<file path="src/include/svq_map.svh">
// register-free layout constants and reset values for the ring engine
`ifndef SVQ_MAP_SVH
`define SVQ_MAP_SVH

// ---------------------------------------------------------------
// ring layout: offsets from each ring base, entry shifts, length offset in a used entry
// ---------------------------------------------------------------
`define SVQ_RING_FLAGS_OFS  16'h0000
`define SVQ_RING_IDX_OFS    16'h0002
`define SVQ_RING_ENT_OFS    16'h0004
`define SVQ_AVAIL_ENT_SHIFT 1
`define SVQ_USED_ENT_SHIFT  3
`define SVQ_USED_LEN_OFS    16'h0004

// ---------------------------------------------------------------
// limits and reset values
// ---------------------------------------------------------------
`define SVQ_QSIZE_MAX       16'h8000
`define SVQ_IDX_RESET       16'h0000
`define SVQ_FLAGS_RESET     16'h0000
`define SVQ_FLAG_NONOTE_BIT 0
`define SVQ_FIFO_DEPTH      8
`define SVQ_FIFO_AW         3

`endif

</file>
<file path="src/include/svq_pkg.sv">
// types shared by the split ring engine files
package svq_pkg;

  // memory command issued to the host fabric
  typedef enum logic [1:0] {
    SVQ_MEM_RD16 = 2'b00,
    SVQ_MEM_WR16 = 2'b01,
    SVQ_MEM_WR32 = 2'b10
  } svq_mem_op_type;

  typedef struct packed {
    svq_mem_op_type op;
    logic [63:0]    addr;
    logic [31:0]    data;
  } svq_mem_req_type;

  // completion from the device core: head id, bytes written, batch size
  typedef struct packed {
    logic [31:0] head;
    logic [31:0] len;
    logic [15:0] count;
  } svq_cpl_type;

  typedef enum logic [3:0] {
    SVQ_IDLE    = 4'b0000,
    SVQ_RD_AIDX = 4'b0001,
    SVQ_RD_ENT  = 4'b0010,
    SVQ_WR_ID   = 4'b0011,
    SVQ_WR_LEN  = 4'b0100,
    SVQ_WR_UIDX = 4'b0101,
    SVQ_RD_AFLG = 4'b0110,
    SVQ_RD_UEVT = 4'b0111,
    SVQ_WR_UFLG = 4'b1000,
    SVQ_WR_AEVT = 4'b1001
  } svq_state_type;

endpackage

</file>
<file path="src/logic/svq_ring_engine.sv">
// split virtqueue available/used ring engine, device side
//
// Contract
// - available ring is driver-written; this engine only reads it
// - no event index: ignore threshold, notify when avail flags zero
// - event index: ignore flag bit, notify when used idx moves past threshold
// - used ring is device-written only; driver reads it
// - each used entry holds head id and bytes written
// - used index names next used slot, starts zero, only increases
// - write length and data before advancing used index
// - in-order: one entry per batch, index advances by batch size
// - in-order batch entry sits at batch's first slot
// - no event index: device keeps used flags at 0 or 1
// - event index: used flags zero, avail threshold may be written
// - device tolerates spurious available notifications
// - 16-bit indices wrap naturally; slots use wrapped values
// - queue size never exceeds 32768 entries
`timescale 1ns/1ps
`include "svq_map.svh"
module svq_ring_engine (
  input  wire logic                     mclk,
  input  wire logic                     rst_b,
  // configuration
  input  wire logic                     enable,
  input  wire logic                     featEventIdx,
  input  wire logic                     featInOrder,
  input  wire logic [15:0]              queueSize,
  input  wire logic [63:0]              availBase,
  input  wire logic [63:0]              usedBase,
  input  wire logic                     suppressAvailNote,
  input  wire logic [15:0]              availEventValue,
  // doorbell from the driver, asynchronous pin
  input  wire logic                     availNotifyPin,
  // memory port
  output svq_pkg::svq_mem_req_type      memReq,
  output logic                          memReqValid,
  input  wire logic                     memReqReady,
  input  wire logic [15:0]              memRdData,
  input  wire logic                     memRdValid,
  // offered heads toward the device core
  output logic [15:0]                   headOut,
  output logic                          headValid,
  input  wire logic                     headReady,
  // completions from the device core
  input  wire svq_pkg::svq_cpl_type     cplIn,
  input  wire logic                     cplValid,
  output logic                          cplReady,
  // status
  output logic                          usedNotify,
  output logic [15:0]                   usedIdxOut,
  output logic [15:0]                   lastAvailOut,
  output logic                          configError
);
  svq_pkg::svq_state_type stateReg;
  svq_pkg::svq_state_type stateNext;
  logic [15:0]            usedIdxReg;
  logic [15:0]            lastAvailReg;
  logic [15:0]            availIdxReg;
  logic [15:0]            availFlagsReg;
  logic [15:0]            usedEventReg;
  logic [15:0]            slotUsedReg;
  logic                   kickPendReg;
  logic                   initDoneReg;
  logic                   flagsDirtyReg;
  logic                   lastSupReg;
  wire                    kickPulse;
  wire                    fifoValid;
  wire                    fifoTake;
  svq_pkg::svq_cpl_type   fifoData;
  wire                    sizeOk;
  wire                    haveAvail;
  wire                    memFire;
  wire                    notifyDue;
  wire [15:0]             usedIdxAdv;
  wire [15:0]             usedFlagVal;

  // -------------------------------------------------------------
  // slot address helpers
  // -------------------------------------------------------------
  // slot from wrapped index
  function automatic logic [15:0] slotOf(input logic [15:0] idx,
                                         input logic [15:0] qs);
    slotOf = (qs == 16'h0000) ? 16'h0000 : idx % qs;
  endfunction

  function automatic logic [63:0] entAddr(input logic [63:0] base,
                                          input logic [15:0] slot,
                                          input int          shift);
    entAddr = base + 64'(`SVQ_RING_ENT_OFS) + (64'(slot) << shift);
  endfunction

  // -------------------------------------------------------------
  // submodules
  // -------------------------------------------------------------
  // doorbells only set a pending bit
  svq_notify_sync uNotify (
    .mclk      (mclk),
    .rst_b     (rst_b),
    .pinIn     (availNotifyPin),
    .risePulse (kickPulse)
  );

  svq_fifo #(
    .WIDTH ($bits(svq_pkg::svq_cpl_type)),
    .DEPTH (`SVQ_FIFO_DEPTH),
    .AW    (`SVQ_FIFO_AW)
  ) uCplFifo (
    .mclk     (mclk),
    .rst_b    (rst_b),
    .inValid  (cplValid),
    .inReady  (cplReady),
    .inData   (cplIn),
    .outValid (fifoValid),
    .outReady (fifoTake),
    .outData  (fifoData)
  );

  // -------------------------------------------------------------
  // decode
  // -------------------------------------------------------------
  // reject oversize or zero queue
  assign sizeOk    = (queueSize != 16'h0000) &&
                     (queueSize <= `SVQ_QSIZE_MAX);
  // avail ring consumed up to driver index
  assign haveAvail = (availIdxReg != lastAvailReg);
  assign memFire   = memReqValid && memReqReady;
  // index advance by batch size when in-order
  assign usedIdxAdv = 16'(usedIdxReg +
                      ((featInOrder && fifoData.count != 16'h0000) ?
                       fifoData.count : 16'h0001));
  // flag check; threshold inside the advanced span
  assign notifyDue = featEventIdx ?
                     (16'(usedIdxAdv - usedEventReg - 16'h0001) <
                      16'(usedIdxAdv - usedIdxReg)) :
                     (availFlagsReg[`SVQ_FLAG_NONOTE_BIT] == 1'b0);
  // flags only 0 or 1; 0 under event index
  assign usedFlagVal = (featEventIdx || !suppressAvailNote) ?
                       `SVQ_FLAGS_RESET : 16'h0001;
  assign fifoTake  = (stateReg == svq_pkg::SVQ_WR_UIDX) && memFire;

  // -------------------------------------------------------------
  // control state machine
  // -------------------------------------------------------------
  always_comb begin
    stateNext = stateReg;
    case (stateReg)
      svq_pkg::SVQ_IDLE: begin
        if (enable && sizeOk) begin
          if (!initDoneReg || flagsDirtyReg)
            stateNext = svq_pkg::SVQ_WR_UFLG;
          else if (fifoValid)
            stateNext = svq_pkg::SVQ_RD_AFLG;
          else if (haveAvail && !headValid)
            stateNext = svq_pkg::SVQ_RD_ENT;
          else if (kickPendReg || !haveAvail)
            stateNext = svq_pkg::SVQ_RD_AIDX;
        end
      end
      svq_pkg::SVQ_WR_UFLG:
        if (memFire) stateNext = featEventIdx ? svq_pkg::SVQ_WR_AEVT :
                                                 svq_pkg::SVQ_IDLE;
      svq_pkg::SVQ_WR_AEVT:
        if (memFire) stateNext = svq_pkg::SVQ_IDLE;
      svq_pkg::SVQ_RD_AIDX:
        if (memRdValid) stateNext = svq_pkg::SVQ_IDLE;
      svq_pkg::SVQ_RD_ENT:
        if (memRdValid) stateNext = svq_pkg::SVQ_IDLE;
      svq_pkg::SVQ_RD_AFLG:
        if (memRdValid) stateNext = svq_pkg::SVQ_RD_UEVT;
      svq_pkg::SVQ_RD_UEVT:
        if (memRdValid) stateNext = svq_pkg::SVQ_WR_ID;
      svq_pkg::SVQ_WR_ID:
        if (memFire) stateNext = svq_pkg::SVQ_WR_LEN;
      svq_pkg::SVQ_WR_LEN:
        if (memFire) stateNext = svq_pkg::SVQ_WR_UIDX;
      svq_pkg::SVQ_WR_UIDX:
        if (memFire) stateNext = svq_pkg::SVQ_IDLE;
      default: stateNext = svq_pkg::SVQ_IDLE;
    endcase
  end

  always_ff @(posedge mclk or negedge rst_b) begin
    if (!rst_b) stateReg <= svq_pkg::SVQ_IDLE;
    else        stateReg <= stateNext;
  end

  // -------------------------------------------------------------
  // memory request generation, registered
  // -------------------------------------------------------------
  // used ring only written here, avail ring only read
  always_ff @(posedge mclk or negedge rst_b) begin
    if (!rst_b) begin
      memReqValid <= 1'b0;
      memReq      <= '0;
    end else if (memReqValid && !memReqReady) begin
      memReqValid <= 1'b1;               // hold until accepted
    end else begin
      memReqValid <= 1'b0;
      case (stateNext)
        svq_pkg::SVQ_RD_AIDX: if (stateReg != stateNext) begin
          memReqValid <= 1'b1;
          memReq.op   <= svq_pkg::SVQ_MEM_RD16;
          memReq.addr <= availBase + 64'(`SVQ_RING_IDX_OFS);
          memReq.data <= 32'h0000_0000;
        end
        svq_pkg::SVQ_RD_ENT: if (stateReg != stateNext) begin
          memReqValid <= 1'b1;
          memReq.op   <= svq_pkg::SVQ_MEM_RD16;
          memReq.addr <= entAddr(availBase,
                           slotOf(lastAvailReg, queueSize),
                           `SVQ_AVAIL_ENT_SHIFT);
          memReq.data <= 32'h0000_0000;
        end
        svq_pkg::SVQ_RD_AFLG: if (stateReg != stateNext) begin
          memReqValid <= 1'b1;
          memReq.op   <= svq_pkg::SVQ_MEM_RD16;
          memReq.addr <= availBase + 64'(`SVQ_RING_FLAGS_OFS);
          memReq.data <= 32'h0000_0000;
        end
        svq_pkg::SVQ_RD_UEVT: if (stateReg != stateNext) begin
          memReqValid <= 1'b1;
          memReq.op   <= svq_pkg::SVQ_MEM_RD16;
          memReq.addr <= entAddr(availBase, queueSize,
                                 `SVQ_AVAIL_ENT_SHIFT);
          memReq.data <= 32'h0000_0000;
        end
        // head id then length; at batch first slot
        svq_pkg::SVQ_WR_ID: if (stateReg != stateNext) begin
          memReqValid <= 1'b1;
          memReq.op   <= svq_pkg::SVQ_MEM_WR32;
          memReq.addr <= entAddr(usedBase, slotUsedReg,
                                 `SVQ_USED_ENT_SHIFT);
          memReq.data <= fifoData.head;
        end
        svq_pkg::SVQ_WR_LEN: if (stateReg != stateNext) begin
          memReqValid <= 1'b1;
          memReq.op   <= svq_pkg::SVQ_MEM_WR32;
          memReq.addr <= entAddr(usedBase, slotUsedReg,
                           `SVQ_USED_ENT_SHIFT) +
                         64'(`SVQ_USED_LEN_OFS);
          memReq.data <= fifoData.len;
        end
        svq_pkg::SVQ_WR_UIDX: if (stateReg != stateNext) begin
          memReqValid <= 1'b1;
          memReq.op   <= svq_pkg::SVQ_MEM_WR16;
          memReq.addr <= usedBase + 64'(`SVQ_RING_IDX_OFS);
          memReq.data <= {16'h0000, usedIdxAdv};
        end
        svq_pkg::SVQ_WR_UFLG: if (stateReg != stateNext) begin
          memReqValid <= 1'b1;
          memReq.op   <= svq_pkg::SVQ_MEM_WR16;
          memReq.addr <= usedBase + 64'(`SVQ_RING_FLAGS_OFS);
          memReq.data <= {16'h0000, usedFlagVal};
        end
        svq_pkg::SVQ_WR_AEVT: if (stateReg != stateNext) begin
          memReqValid <= 1'b1;
          memReq.op   <= svq_pkg::SVQ_MEM_WR16;
          memReq.addr <= entAddr(usedBase, queueSize,
                                 `SVQ_USED_ENT_SHIFT);
          memReq.data <= {16'h0000, availEventValue};
        end
        default: memReqValid <= 1'b0;
      endcase
    end
  end

  // -------------------------------------------------------------
  // ring snapshots from read data
  // -------------------------------------------------------------
  // threshold read only matters with event index
  always_ff @(posedge mclk or negedge rst_b) begin
    if (!rst_b) begin
      availIdxReg   <= `SVQ_IDX_RESET;
      availFlagsReg <= `SVQ_FLAGS_RESET;
      usedEventReg  <= `SVQ_IDX_RESET;
    end else if (memRdValid) begin
      if (stateReg == svq_pkg::SVQ_RD_AIDX) availIdxReg   <= memRdData;
      if (stateReg == svq_pkg::SVQ_RD_AFLG) availFlagsReg <= memRdData;
      if (stateReg == svq_pkg::SVQ_RD_UEVT) usedEventReg  <= memRdData;
    end
  end

  // -------------------------------------------------------------
  // indices and head hand-off
  // -------------------------------------------------------------
  // used index from zero, only forward
  always_ff @(posedge mclk or negedge rst_b) begin
    if (!rst_b) begin
      usedIdxReg   <= `SVQ_IDX_RESET;
      lastAvailReg <= `SVQ_IDX_RESET;
      slotUsedReg  <= 16'h0000;
      headOut      <= 16'h0000;
      headValid    <= 1'b0;
    end else begin
      slotUsedReg <= slotOf(usedIdxReg, queueSize);
      if (fifoTake) usedIdxReg <= usedIdxAdv;
      if (headValid && headReady) headValid <= 1'b0;
      if (memRdValid && stateReg == svq_pkg::SVQ_RD_ENT) begin
        headOut      <= memRdData;
        headValid    <= 1'b1;
        lastAvailReg <= 16'(lastAvailReg + 16'h0001);
      end
    end
  end

  // -------------------------------------------------------------
  // kick, setup and notify flags
  // -------------------------------------------------------------
  // kick set wins over the clear in the same cycle
  always_ff @(posedge mclk or negedge rst_b) begin
    if (!rst_b) begin
      kickPendReg   <= 1'b0;
      initDoneReg   <= 1'b0;
      flagsDirtyReg <= 1'b0;
      lastSupReg    <= 1'b0;
      usedNotify    <= 1'b0;
    end else begin
      lastSupReg <= suppressAvailNote;
      if (kickPulse)
        kickPendReg <= 1'b1;
      else if (stateReg == svq_pkg::SVQ_RD_AIDX && memRdValid)
        kickPendReg <= 1'b0;
      if (!enable)
        initDoneReg <= 1'b0;
      else if (stateReg == svq_pkg::SVQ_WR_UFLG && memFire)
        initDoneReg <= 1'b1;
      if (suppressAvailNote != lastSupReg)
        flagsDirtyReg <= 1'b1;
      else if (stateReg == svq_pkg::SVQ_WR_UFLG && memFire)
        flagsDirtyReg <= 1'b0;
      // one pulse after the index write lands
      usedNotify <= fifoTake && notifyDue;
    end
  end

  // -------------------------------------------------------------
  // status outputs
  // -------------------------------------------------------------
  always_ff @(posedge mclk or negedge rst_b) begin
    if (!rst_b) begin
      usedIdxOut   <= 16'h0000;
      lastAvailOut <= 16'h0000;
      configError  <= 1'b0;
    end else begin
      usedIdxOut   <= usedIdxReg;
      lastAvailOut <= lastAvailReg;
      configError  <= enable && !sizeOk;
    end
  end
endmodule

</file>
<file path="src/logic/svq_fifo.sv">
// small synchronous fifo in the completion path
`timescale 1ns/1ps
`include "svq_map.svh"
module svq_fifo #(
  parameter int WIDTH = 80,
  parameter int DEPTH = `SVQ_FIFO_DEPTH,
  parameter int AW    = `SVQ_FIFO_AW
) (
  input  wire logic             mclk,
  input  wire logic             rst_b,
  input  wire logic             inValid,
  output logic                  inReady,
  input  wire logic [WIDTH-1:0] inData,
  output logic                  outValid,
  input  wire logic             outReady,
  output logic      [WIDTH-1:0] outData
);
  logic [WIDTH-1:0] memReg [DEPTH];
  logic [AW:0]      wrPtrReg;
  logic [AW:0]      rdPtrReg;
  wire              doWr;
  wire              doRd;
  wire [AW:0]       fillNext;
  wire              isFull;
  wire              isEmpty;

  // -------------------------------------------------------------
  // status decode
  // -------------------------------------------------------------
  assign isEmpty  = (wrPtrReg == rdPtrReg);
  assign isFull   = (wrPtrReg[AW] != rdPtrReg[AW]) &&
                    (wrPtrReg[AW-1:0] == rdPtrReg[AW-1:0]);
  // level after this edge, so that ready can come from a flop
  assign fillNext = (AW+1)'(wrPtrReg - rdPtrReg + doWr - doRd);
  assign outValid = !isEmpty;
  assign doWr     = inValid && !isFull;
  assign doRd     = outReady && !isEmpty;
  assign outData  = memReg[rdPtrReg[AW-1:0]];

  // storage has no reset; only pointers define contents
  always_ff @(posedge mclk) begin
    if (doWr) begin
      memReg[wrPtrReg[AW-1:0]] <= inData;
    end
  end

  // pointers
  always_ff @(posedge mclk or negedge rst_b) begin
    if (!rst_b) begin
      wrPtrReg <= '0;
      rdPtrReg <= '0;
      inReady  <= 1'b0;
    end else begin
      inReady  <= (fillNext != (AW+1)'(DEPTH));
      if (doWr) wrPtrReg <= wrPtrReg + 1'b1;
      if (doRd) rdPtrReg <= rdPtrReg + 1'b1;
    end
  end
endmodule

</file>
<file path="src/logic/svq_notify_sync.sv">
// two-flop synchroniser and edge detector for the doorbell input
`timescale 1ns/1ps
module svq_notify_sync (
  input  wire logic mclk,
  input  wire logic rst_b,
  input  wire logic pinIn,
  output logic      risePulse
);
  logic meta1Reg;
  logic meta2Reg;
  logic lastReg;

  // only meta2Reg reads the first stage
  always_ff @(posedge mclk or negedge rst_b) begin
    if (!rst_b) begin
      meta1Reg  <= 1'b0;
      meta2Reg  <= 1'b0;
      lastReg   <= 1'b0;
      risePulse <= 1'b0;
    end else begin
      meta1Reg  <= pinIn;
      meta2Reg  <= meta1Reg;
      lastReg   <= meta2Reg;
      risePulse <= meta2Reg && !lastReg;
    end
  end
endmodule

</file>
<file path="config.mk">
export PLATFORM = sky130hd
export DESIGN_NAME = svq_ring_engine
export DESIGN_NICKNAME = d
export VERILOG_FILES = /design/src/include/svq_pkg.sv /design/src/logic/svq_ring_engine.sv /design/src/logic/svq_fifo.sv /design/src/logic/svq_notify_sync.sv
export VERILOG_INCLUDE_DIRS = /design/src /design/src/include
export SDC_FILE = /design/constraint.sdc
export NUM_CORES = 2
export LEC_CHECK = 0
export ABC_AREA = 1
export BUFFER_PORTS_ARGS = -buffer_cell sky130_fd_sc_hd__buf_2
export CORE_AREA = 2 2 360 290
export DETAILED_ROUTE_END_ITERATION = 16
export DIE_AREA = 0 0 362 292
export GPL_TIMING_DRIVEN = 0
export PLACE_DENSITY = 0.87
export REMOVE_ABC_BUFFERS = 1
export SETUP_SLACK_MARGIN = 0.3
export SKIP_LAST_GASP = 1
export SYNTH_ARGS = -nofsm -noshare
export SYNTH_HDL_FRONTEND = slang
export SYNTH_SLANG_ARGS = --single-unit
</file>
<file path="constraint.sdc">
create_clock -name mclk -period 44.3 [get_ports mclk]
set_input_delay 6.645 -clock mclk [delete_from_list [all_inputs] [get_ports mclk]]
set_output_delay 6.645 -clock mclk [all_outputs]
set_load 0.02 [all_outputs]
</file>
==> results of run 1 <==
-- synthesized netlist by cell type (19+ instances only) --
library cell	count	area [um^2]
nand2_1	2261	8490
nor2_1	1159	4350
inv_1	1044	3920
o21ai_0	732	3660
nand3_1	673	3370
edfxtp_1	640	19200
a21oi_1	406	2030
ha_1	392	4900
xor2_1	284	2490
dfrtp_1	252	6310
clkbuf_1	235	882
o22ai_1	179	1120
nor3_1	157	786
nand4_1	133	832
or2_2	102	638
xnor2_1	102	893
nor2_2	57	357
o211ai_1	47	353
nor4_1	46	288
and2_1	43	269
o21bai_1	38	285
o21ai_1	33	165
nand2_2	30	188
o2111ai_1	28	245
a2bb2oi_1	27	236
o221ai_1	26	228
buf_1	24	90.1
nand3b_1	20	150
o21a_1	20	150
buf_2	19	95.1
inv_2	19	71.3
-- stage by stage --
step	hold WS (ps)	std cells	setup WS [ps]	util [%]	area [um^2]
2_1_floorplan	331	9151	10210	-	67800
3_3_place_gp	359	10900	2790	70.1	71600
4_1_cts	355	11100	3200	74.2	75700
3_5_place_dp	365	11000	2690	71.3	72800
-- kinds of logic after synthesis --
group,synth area share [%]
xor+xnor,4.96
flops,37.0
mux,0.0145
compound gates,13.8
fa+ha+maj,7.43
buf+inv,7.60
simple gates,29.2
==> run_results.csv, run 1 <==
group,metric,value,unit
clock_network,post_cts_buffers,0,
synth,synth.avg_cell_area,7.31,um^2
die,ios,418,
outcome,stop_stage,"global routing",
placement,hpwlAfterDp,229000,um
global_routing,antenna_found_initial,81,
synth,synthesis.area,69000,um^2
synth,synth_cell_types,68,
clock_network,hold_buffers,0,
placement,numPortBuffers,417,
die,die_h,292,um
clock_network,cts_buffers,87,
die,start_util,67.6,%
synth,seq_area_frac_synth,37.0,%
synth,async_flop_share,28.3,%
clock_network,cts_resized,0,
synth,syn_inst,9440,
die,die_x,362,um
clock_network,root_buffer,"clkbuf_16",
outcome,status,"aborted with a tool error",
synth,synth-edff-count,640,
synth,ys_ff_latch,892,
clock_network,cts_buffer_depth,3,
global_routing,grt_max_degree,175,
synth,yosys_warnings,0,
clock_network,h-tree-depth,3,
outcome,stop_error,"[ERROR GRT-0228] Horizontal edge usage exceeds the maximum allowed. (0, 32) usage=65535 limit=3200",
sta,worstEpCategory,"sequential cell input",
sta,grt-worst-endpoint,"memReq[91]$_DFFE_PN0P_/D",
placement,gp_congestion,1.19,
die,rows,105,
clock_network,clock-sinks,892,
synth,synth_ff_type,"edfxtp_1",
==> inputs of run 2 (changes only) <==
Settings changed: CORE_AREA 2 2 360 290 to 2 2 419 421, DIE_AREA 0 0 362 292 to 0 0 421 423, PLACE_DENSITY 0.87 to default, PLACE_DENSITY_LB_ADDON from default to 0.15, SETUP_SLACK_MARGIN 0.3 to default.
==> run_results.csv, run 2 <==
group,metric,value,unit
sta,fmax,24.8,MHz
sta,worst_pin_slew,1410,ps
die,ios,418,
synth,ys_ff_latch,892,
drt,via_per_inst,5.59,
critical_path,r2r_end,"memReq[91]",
die,die_h,423,um
clock_network,cts.clk_slew.worst_paths,60,ps
synth,yosysTopAreaCell,"edfxtp_1",
global_routing,grt_pass1_wl,429000,um
synth,syn_inst,9440,
drt,antenna_left,0,
placement,numPortBuffers,417,
clock_network,hold_buffers,0,
critical_path,critPathTopFamily,"simple AND/OR/NAND/NOR gates",
die,die_area,178000,um^2
synth,synth_ff_type,"edfxtp_1",
global_routing,antenna_found_initial,58,
finish,fillCellCount,17700,
global_routing,grtUsageTotal,32.7,%
drt,drt-total-wl,302000,um
worst_hold_path,min-delay-start,"uNotify.meta1Reg",
sta,timing.slew.headroom,5.15,%
critical_path,path_buf_inv,28,
synth,synthesis.area,69000,um^2
die,rows,153,
global_routing,gr-total-overflow,0,
sta,final-max-slew-violation-count,0,
sta,setup_viol,0,
sta,fin_tns_setup,0,ps
critical_path,timing.rr.start,"lastAvailReg[15]",
die,core_area,173000,um^2
critical_path,crit_path_top_delay_cell,"clkinvlp_4",
drt,avgRoutedWirePerCell,24.9,um
sta,hold_violations,0,
clock_network,clk-insertion-delay-late,720,ps
sta,fin_crit_sh,90.9,%
run,drv_cap,0,
global_routing,grt_pass1_vias,63000,
finish,area_growth,12.7,%
sta,finalCriticalPeriod,40260,ps
placement,gp_congestion,1.05,
power_and_ir_drop,p_leak,33.8,nW
critical_path,cp-start-kind,"input pin",
drt,drtIter0Drc,6825,
finish,drive_gt1_share,9.39,%
clock_network,h-tree-depth,3,
critical_path,rr_worst_depth,204,
drt,drc_errors,0,
worst_hold_path,hold_depth,0,
placement,hpwlAfterDp,236000,um
die,die_x,421,um
critical_path,cp_slowest_stage_delay,490,ps
critical_path,crit_top_cell,"nand2_1",
global_routing,grt_max_degree,143,
critical_path,reg2reg_slack,10460,ps
clock_network,cts_buffer_depth,3,
synth,synth_cell_types,68,
sta,finClkSkew,37.6,ps
synth,async_flop_share,28.3,%
synth,synth-edff-count,640,
synth,synth.most_common_cell,"nand2_1",
critical_path,endpoint_kind,"register",
power_and_ir_drop,ir_drop,64.5,uV
finish,mostFrequentLayoutCells,"nand2_1 (2255), nor2_1 (1147), inv_1 (1034)",
worst_hold_path,worstHoldPathType,"register to register",
critical_path,cp_max_fo,21,
synth,yosys_warnings,0,
synth,synth.avg_cell_area,7.31,um^2
clock_network,cts_resized,0,
power_and_ir_drop,power,5.08,mW
clock_network,root_buffer,"clkbuf_16",
synth,synth_common_cells,"nand2_1 (2261), nor2_1 (1159), inv_1 (1044)",
critical_path,arrival,40860,ps
synth,yosys-top-cells-area,"edfxtp_1 (28%), nand2_1 (12%), dfrtp_1 (9.1%)",
synth,seq_area_frac_synth,37.0,%
worst_hold_path,whs_endpoint,"uNotify.meta2Reg",
finish,largest_register_ffs,640,
finish,final_common_cell,"nand2_1",
clock_network,clock-sinks,892,
synth,synth_top_area_share,27.9,%
finish,nNetsFinal,10400,
critical_path,worstPathRequired,44900,ps
drt,firstDrtPassIters,6,
clock_network,cts_tree,"built",
outcome,status,"finished, final reports clean",
critical_path,crit_type,"input pin to register",
clock_network,cts_buffers,96,
die,start_util,39.8,%
power_and_ir_drop,power_density,65.4,nW/um^2
clock_network,post_cts_buffers,0,
sta,rsz0062_at_grt,"no",
drt,dr_total_vias,67900,
## run 2: kinds of logic (layout without fill, tap and decap cells)
| family | after synthesis | count (layout) | share of synthesized area (%) |
|---|---|---|---|
| AND/OR/NAND/NOR | 4726 | 4726 | 29.2 |
| multiplexers | 1 | 1 | 0.0145 |
| adder cells (fa/ha/maj) | 403 | 403 | 7.43 |
| flip-flops | 892 | 892 | 37.0 |
| AO/OA/AOI/OAI | 1661 | 1661 | 13.8 |
| other | 0 | 25 | 0 |
| XOR/XNOR | 388 | 388 | 4.96 |
| buffers and inverters | 1369 | 1736 | 7.60 |
## run 2: how the worst max path moves through the flow
stage	from	depth (start not counted)	slack (ps)	to
global placement	queueSize[15]	206	1220	memReq[95]
floorplan	queueSize[15]	206	10210	memReq[87]
finish	queueSize[8]	206	4040	memReq[91]
global route	queueSize[15]	206	100	memReq[91]
CTS	queueSize[15]	205	3100	memReq[95]
detailed placement	queueSize[15]	205	2370	memReq[95]
## run 2: area by class of cell
type | instances | area, um^2 | share of cell area, %
clock buffer | 136 | 2810 | 3.61
clock inverter | 45 | 507 | 0.652
multi-input combinational | 7179 | 38400 | 49.4
sequential | 892 | 25500 | 32.9
tap | 2325 | 2910 | 3.74
timing repair buffer | 475 | 3420 | 4.40
antenna | 25 | 62.6 | 0.0805
inverter | 1080 | 4100 | 5.27
## run 2: routing by layer
layer / GRT usage, % / vias to the layer above / part of all wire (%)
li1: - / 32400 / -
met1: 43.0 / 32400 / 42
met5: 0 / - / 0.093
met2: 51.0 / 2586 / 44
met3: 6.12 / 518 / 7.6
met4: 17.1 / 44 / 5.7
## run 2: per-stage QoR
step           setup slack (ps)  std cells  instance area, um^2  utilization [%]  hold slack [ps]
6_report                   4040      12200                77700             44.9              360
5_1_grt                     105      12200                77700             44.9              372
4_1_cts                    3100      12100                77600             44.8              364
3_5_place_dp               2370      12000                74300             42.9              343
3_3_place_gp               1220      11900                72800             42.0              342
2_1_floorplan             10210       9151                67800                -              331
## run 2: report_power, final
part	switching [mW]	leakage (nW)	internal [mW]
sequential	0.148	8.81	1.08
combinational	1.99	23.3	1.04
clock	0.350	1.61	0.480
Note: power is estimated with default switching activity, not from simulation.
